--- config.mk ---
export PLATFORM = sky130hd
export DESIGN_NAME = pad_reset_default_state_control
export DESIGN_NICKNAME = d
export VERILOG_FILES = /design/src/pad_pkg.sv /design/src/pad_reset_default_state_control.sv /design/src/strap_sampler.sv
export VERILOG_INCLUDE_DIRS = /design/src /design/src/src
export SDC_FILE = /design/constraint.sdc
export NUM_CORES = 1
export LEC_CHECK = 0
export ABC_AREA = 1
export BUFFER_PORTS_ARGS = -buffer_cell sky130_fd_sc_hd__buf_2
export CAP_MARGIN = 40
export CELL_PAD_IN_SITES_DETAIL_PLACEMENT = 1
export CELL_PAD_IN_SITES_GLOBAL_PLACEMENT = 1
export CORE_MARGIN = 2
export CORE_UTILIZATION = 36
export CTS_CLUSTER_SIZE = 12
export DETAILED_ROUTE_END_ITERATION = 6
export GPL_TIMING_DRIVEN = 0
export PLACE_DENSITY = 0.92
export SKIP_LAST_GASP = 1
export SYNTH_ARGS = -nofsm -noshare
export SYNTH_HDL_FRONTEND = slang
export SYNTH_SLANG_ARGS = --single-unit
--- constraint.sdc ---
create_clock -name core_clk_i -period 3 [get_ports core_clk_i]
set_input_delay 0.3 -clock core_clk_i [delete_from_list [all_inputs] [get_ports core_clk_i]]
set_output_delay 0.3 -clock core_clk_i [all_outputs]
set_load 0.01 [all_outputs]
--- src/pad_consts.svh ---
`ifndef PAD_CONSTS_SVH
`define PAD_CONSTS_SVH

// core clock period, ns
`define CLK_PERIOD_NS      4
// least time the strap input buffers need after power-up, ns
`define STRAP_SETTLE_NS    100
// stages of the pad-input synchroniser
`define SYNC_STAGES        2
// level driven on a disabled output pad in the default state
`define PAD_DEFAULT_LVL    1'b0
// all three test-access pull-ups on
`define PULLUP_ALL_ON      3'h7
// settle counter width
`define SETTLE_CNT_W       8
// longest autoconfiguration run the checks allow, cycles
`define AUTOCFG_MAX_CYC    64
// cycles from streaming seen to analog drivers on
`define DAC_EN_LAT         1

`endif

--- src/pad_pkg.sv ---
package pad_pkg;

	// levels caught from the strap pads during autoconfiguration
	typedef struct packed {
		logic frame_active_flag;
		logic row_active_flag;
		logic low_extension_bit1;
		logic low_extension_bit0;
	} strap_s;

	// parallel video pad group: value and output enable travel together
	typedef struct packed {
		logic       pixel_clock_out;
		logic [7:0] parallel_data_out;
		logic       low_extension_bit0;
	} video_pad_s;

	// autoconfiguration sequence
	typedef enum logic [1:0] {
		ST_HOLD,
		ST_POWER_UP,
		ST_SAMPLE,
		ST_DONE
	} strap_state_e;

endpackage : pad_pkg

--- src/pad_reset_default_state_control.sv ---
`timescale 1ns/100ps
`include "pad_consts.svh"

// How it works
// - video pads float in reset, then drive 0
// - low_extension_bit1 floats, input buffer normally off
// - strap buffers powered, sampled, powered down after reset
// - analog video off in reset, on once streaming
// - TDO floats except during JTAG shift out
// - TDI, TMS, TCK pull-ups always enabled
// - floating pads: input off, driver off
// - frame and row flags join autoconfiguration step
module pad_reset_default_state_control
	import pad_pkg::*;
(
	// clock and reset
	input  wire logic        core_clk_i,
	input  wire logic        nrst_i,
	// core side video source
	input  wire logic        video_if_en_i,
	input  wire video_pad_s  video_core_i,
	input  wire logic        streaming_i,
	// jtag tap side
	input  wire logic        tdo_shift_en_i,
	input  wire logic        tdo_data_i,
	// strap pad inputs
	input  wire strap_s      strap_pad_i,
	// parallel video pads
	output video_pad_s       video_pad_o,
	output video_pad_s       video_pad_oe_o,
	// low extension bit1 pad
	output logic             low_extension_bit1_o,
	output logic             low_extension_bit1_oe_o,
	// strap input buffer power
	output logic             strap_ie_o,
	// analog video drivers
	output logic             analog_video_en_o,
	// jtag pads
	output logic             tdo_o,
	output logic             tdo_oe_o,
	output logic [2:0]       jtag_pullup_en_o,
	// autoconfiguration result
	output strap_s           strap_cfg_o,
	output logic             strap_done_o
);

	localparam int DAC_LAT = `DAC_EN_LAT;

	// default-state pad word; shared by the reset load and its check
	function automatic video_pad_s pad_idle();
		return '{`PAD_DEFAULT_LVL, {8{`PAD_DEFAULT_LVL}}, `PAD_DEFAULT_LVL};
	endfunction : pad_idle

	// autoconfiguration of the strap pads
	strap_sampler u_strap (
		.core_clk_i   (core_clk_i),
		.nrst_i       (nrst_i),
		.strap_pad_i  (strap_pad_i),
		.strap_ie_o   (strap_ie_o),
		.strap_cfg_o  (strap_cfg_o),
		.strap_done_o (strap_done_o)
	);

	// video pad enables: off in reset, on in default state
	// bit0 doubles as a strap, so it waits for the sample before driving
	always_ff @(posedge core_clk_i) begin
		if (!nrst_i) begin
			video_pad_oe_o <= '0;
		end else begin
			video_pad_oe_o.pixel_clock_out    <= 1'b1;
			video_pad_oe_o.parallel_data_out  <= '1;
			video_pad_oe_o.low_extension_bit0 <= strap_done_o;
		end
	end

	// video pad values: logic 0 until the interface is enabled
	always_ff @(posedge core_clk_i) begin
		if (!nrst_i || !video_if_en_i) begin
			video_pad_o <= pad_idle();
		end else begin
			video_pad_o <= video_core_i;
		end
	end

	// bit1 never driven; its buffer only wakes for autoconfiguration
	always_ff @(posedge core_clk_i) begin
		low_extension_bit1_o    <= `PAD_DEFAULT_LVL;
		low_extension_bit1_oe_o <= 1'b0;
	end

	// analog drivers: sticky on from first streaming until reset
	always_ff @(posedge core_clk_i) begin
		if (!nrst_i) begin
			analog_video_en_o <= 1'b0;
		end else if (streaming_i) begin
			analog_video_en_o <= 1'b1;
		end
	end

	// tdo driven only while the tap shifts data out
	always_ff @(posedge core_clk_i) begin
		if (!nrst_i) begin
			tdo_oe_o <= 1'b0;
			tdo_o    <= `PAD_DEFAULT_LVL;
		end else begin
			tdo_oe_o <= tdo_shift_en_i;
			tdo_o    <= tdo_shift_en_i ? tdo_data_i : `PAD_DEFAULT_LVL;
		end
	end

	// pull-ups held on in reset as well, so floating tap pins read high
	always_ff @(posedge core_clk_i) begin
		jtag_pullup_en_o <= `PULLUP_ALL_ON;
	end
endmodule : pad_reset_default_state_control

--- src/strap_sampler.sv ---
`timescale 1ns/100ps
`include "pad_consts.svh"

module strap_sampler
	import pad_pkg::*;
#(
	parameter int SETTLE_NS = `STRAP_SETTLE_NS
) (
	// clock and reset
	input  wire logic   core_clk_i,
	input  wire logic   nrst_i,
	// raw strap pad levels
	input  wire strap_s strap_pad_i,
	// buffer power and result
	output logic        strap_ie_o,
	output strap_s      strap_cfg_o,
	output logic        strap_done_o
);

	// least time rounds up to whole cycles, never under one
	localparam int SETTLE_RAW = (SETTLE_NS + `CLK_PERIOD_NS - 1) / `CLK_PERIOD_NS;
	localparam int SETTLE_CYC = (SETTLE_RAW < 1) ? 1 : SETTLE_RAW;
	// the synchroniser delay is added so the sampled level is post-settle
	localparam logic [`SETTLE_CNT_W-1:0] WAIT_LAST =
		`SETTLE_CNT_W'(SETTLE_CYC + `SYNC_STAGES - 1);
	localparam int AUTOCFG_MAX = `AUTOCFG_MAX_CYC;

	strap_state_e               state_ff;
	logic [`SETTLE_CNT_W-1:0]   wait_ff;
	strap_s                     sync1_ff;
	strap_s                     sync2_ff;

	// two-flop synchroniser; only sync2 is read
	always_ff @(posedge core_clk_i) begin
		sync1_ff <= strap_pad_i;
		sync2_ff <= sync1_ff;
	end

	// power up, wait, sample, power down
	always_ff @(posedge core_clk_i) begin
		if (!nrst_i) begin
			state_ff <= ST_HOLD;
			wait_ff  <= '0;
		end else begin
			unique case (state_ff)
				ST_HOLD: begin
					state_ff <= ST_POWER_UP;
					wait_ff  <= '0;
				end
				ST_POWER_UP: begin
					if (wait_ff == WAIT_LAST) begin
						state_ff <= ST_SAMPLE;
					end else begin
						wait_ff <= wait_ff + 1'b1;
					end
				end
				ST_SAMPLE: state_ff <= ST_DONE;
				ST_DONE:   state_ff <= ST_DONE;
			endcase
		end
	end

	// buffers powered while in ST_POWER_UP and ST_SAMPLE; off in reset and once done
	always_ff @(posedge core_clk_i) begin
		if (!nrst_i) begin
			strap_ie_o <= 1'b0;
		end else begin
			strap_ie_o <= (state_ff == ST_HOLD) || (state_ff == ST_POWER_UP);
		end
	end

	// latched once, held until the next reset
	always_ff @(posedge core_clk_i) begin
		if (!nrst_i) begin
			strap_cfg_o  <= '0;
			strap_done_o <= 1'b0;
		end else if (state_ff == ST_SAMPLE) begin
			strap_cfg_o  <= sync2_ff;
			strap_done_o <= 1'b1;
		end
	end
endmodule : strap_sampler

==> flow_summary.ini <==
[placed_design]
io_buffer_count = 48
preCtsSetupSlack_ns = 1.66
place.gp.congestion = 0.769
place_hpwl_mm = 2.80

[clock_network]
post_cts_hold_buffer_count = 0
postCtsSetupBuffers = 0
cts-root-buf = clkbuf_8
cts_tree = yes
clk_transition_reported_paths_ns = 0.08
clockBufferDepth = 2
cts.sink_count = 39
cts_htree_levels = 2
clk-insertion-delay-late_ns = 0.28
post_cts_resize_count = 0
tritoncts.num_buffers = 5

[min_path]
min-delay-path-class = in2reg
min_delay_path_depth = 1

[drt]
wl_met1_mm = 1.58
ant_nets = 0
post_dr_wirelength_cell_um = 15.2
routed_via_density = 4.60
dr_wl_met2_mm = 2.43
routed-via-count = 1288
number_of_drc_markers_after_the_initial_detailed_route_iteration = 16
totalWireLength_mm = 4.25
routed-wl-met3_um = 172
dr.pass1.iters = 4
top_signal_layer_used = met4
remaining_drc_errors = 0

[synth]
synth_sequential_area_ratio_pct = 54.4
synth_top_area_share_pct = 54.4
synth.ff_latch_count = 39
post_synth_num_cell_types = 20
post_synth_instance_area_mm2 = 0.00144
yosys.area.top_type = dfxtp_1
netlist_top_cells_area = dfxtp_1 54%, inv_1 7.3%, nand2_1 7.3%
ys_warn_count = 0
syn-instance-count = 174
mean_cell_area_of_the_mapped_netlist_um2 = 8.26

[timing]
layout_worst_path_cycle_share_pct = 48.1
max_clock_freq_mhz = 693
fin_tns_setup_ns = 0
setup_slack_ns = 1.56
grt_setup_unrepaired = false
timing.clock.skew_ns = 0.00728
timing_max_transition_violations_final = 0
finalSetupViolations = 0
layout_min_cycle_time_ns = 1.44
report.final.hold_viol_count = 0

[die]
placementRows = 22
fp.dieW_um = 67.2
die_area_mm2 = 0.00451
die_h_um = 67.2
floorplan.initialDensity_pct = 38.4
core_region_area_mm2 = 0.00374
number_of_placed_i_o_pins = 54

[setup_path]
arrival_ns = 1.67
critical_path_launch_point_type = flip-flop
crit_path_kind = reg2reg
endpoint_kind = flip-flop
cp.required_ns = 3.22
critical_path.max_fanout = 4
reg2reg_depth = 9

[global_routing]
grt_util_all_layers_pct = 21.1
overflow = 0
maximum_number_of_pins_on_one_net_before_global_route_repair = 12
grt_pass1_vias = 1428
first_pass_grt_wire_length_mm = 6.96
grt_antenna_before_repair = 0

[power_and_ir_drop]
vdd.ir_drop.worst_mv = 0.337
cellPowerDensity_mw_per_mm2 = 535
total_power_mw = 0.982
static-leakage-power_nw = 1.02

[layout]
diodes = 0
area_of_combinational_cells_with_multiple_inputs_um2 = 454
final_core_util_pct = 49.0
syn_to_final_growth_pct = 27.8
final_layout_size_suffix_gt1_share_pct = 33.2
layout.nets = 254
register_area_um2 = 781
n_fill_cell = 487

[run_status]
run_status = finished clean

[run]
cap_violations = 0
-- synthesized netlist by cell type --
master	count
inv_1	28
nor2_4	1
ha_1	2
xor2_1	1
a21oi_1	1
nor2_1	28
nand4_1	3
nand3_1	11
dfxtp_1	39
buf_2	2
nand3_4	1
conb_1	2
nand2_2	1
o21bai_1	1
nand2_1	28
nand2_4	1
o21ai_1	1
buf_4	13
nor2_2	3
o21ai_0	7
-- placed cells by master, fill, tap and decap left out --
cell      synthesis  final
o21bai_1          1      1
nand4_1           3      3
nand3_1          11     11
inv_1            28     28
o21ai_1           1      1
xor2_1            1      1
nor2_1           28     28
nand2_2           1      1
o21ai_0           7      7
nand2_4           1      1
nor2_4            1      1
dfxtp_1          39     39
clkbuf_8          0      6
nor2_2            3      3
nand3_4           1      1
buf_4            13     13
buf_2             2     50
ha_1              2      2
a21oi_1           1      1
conb_1            2      5
nand2_1          28     28
clkinv_2          0      1
-- report_power, final --
group          switching [mW]  internal [mW]
clock network           0.173          0.180
logic                  0.0472         0.0376
registers             0.00921          0.535
-- logic make-up (layout without fill, tap and decap cells) --
logic type / Yosys count / after routing / share of synthesized area (%)
AOI/OAI and AO/OA: 10 / 10 / 3.66
and+or+nand+nor: 77 / 77 / 24.3
buffers and inverters: 43 / 98 / 14.8
other: 2 / 5 / 0.523
DFF: 39 / 39 / 54.4
adders and majority gates: 2 / 2 / 1.74
xor gates and xnor gates: 1 / 1 / 0.610
-- registers in the layout, indices dropped and copies added (netlist names) --
| register | flops |
|---|---|
| analog_video_en_o | 1 |
| tdo_o | 1 |
| tdo_oe_o | 1 |
| u_strap.state_ff | 2 |
| u_strap.strap_cfg_o | 4 |
| u_strap.strap_done_o | 1 |
| u_strap.strap_ie_o | 1 |
| u_strap.sync1_ff | 4 |
| u_strap.sync2_ff | 4 |
| u_strap.wait_ff | 8 |
| video_pad_o | 10 |
| video_pad_oe_o | 2 |
-- area by class of cell --
| class | instances | share of cell area [%] |
|---|---|---|
| multi-input cells | 95 | 24.7 |
| inverters | 28 | 5.73 |
| flip-flops and latches | 39 | 42.5 |
| well taps | 48 | 3.27 |
| clock buffers | 6 | 4.50 |
| plain buffers | 15 | 5.86 |
| repair buffers | 48 | 13.1 |
| clock inverters | 1 | 0.273 |
-- path summary, 6_finish.rpt --
check                      start                   to  slack [ns]
max reg2reg   u_strap.wait_ff[0]   u_strap.wait_ff[1]        1.56
max           u_strap.wait_ff[0]   u_strap.wait_ff[1]        1.56
min               strap_pad_i[1]  u_strap.sync1_ff[1]        0.12
min reg2reg  u_strap.sync1_ff[0]  u_strap.sync2_ff[0]        0.34
-- per-layer routing --
layer | track usage (%) | vias to the layer above
met5 | 0 | -
met4 | 7.14 | 0
met3 | 5.67 | 10
met2 | 40.0 | 44
met1 | 22.4 | 614
li1 | - | 620
-- critical path: stages (launching register included) --
cell and delay (ns):
dfxtp_1 0.38, inv_1 0.11, ha_1 0.22, nand2_1 0.11, nor2_4 0.05, nand2_1 0.07, nand2_1 0.08, nor2_2 0.18
nand2_1 0.09, nand2_1 0.08
-- metrics by stage --
stage                     area (µm²)  cells  hold slack [ns]
after CTS                       1840    280            0.112
after detailed placement        1750    273            0.314
after floorplan                 1450    177            0.310
final                           1840    280            0.121
after global placement          1750    273            0.312
after global routing            1840    280            0.108
(Power assumes the default switching activity.)
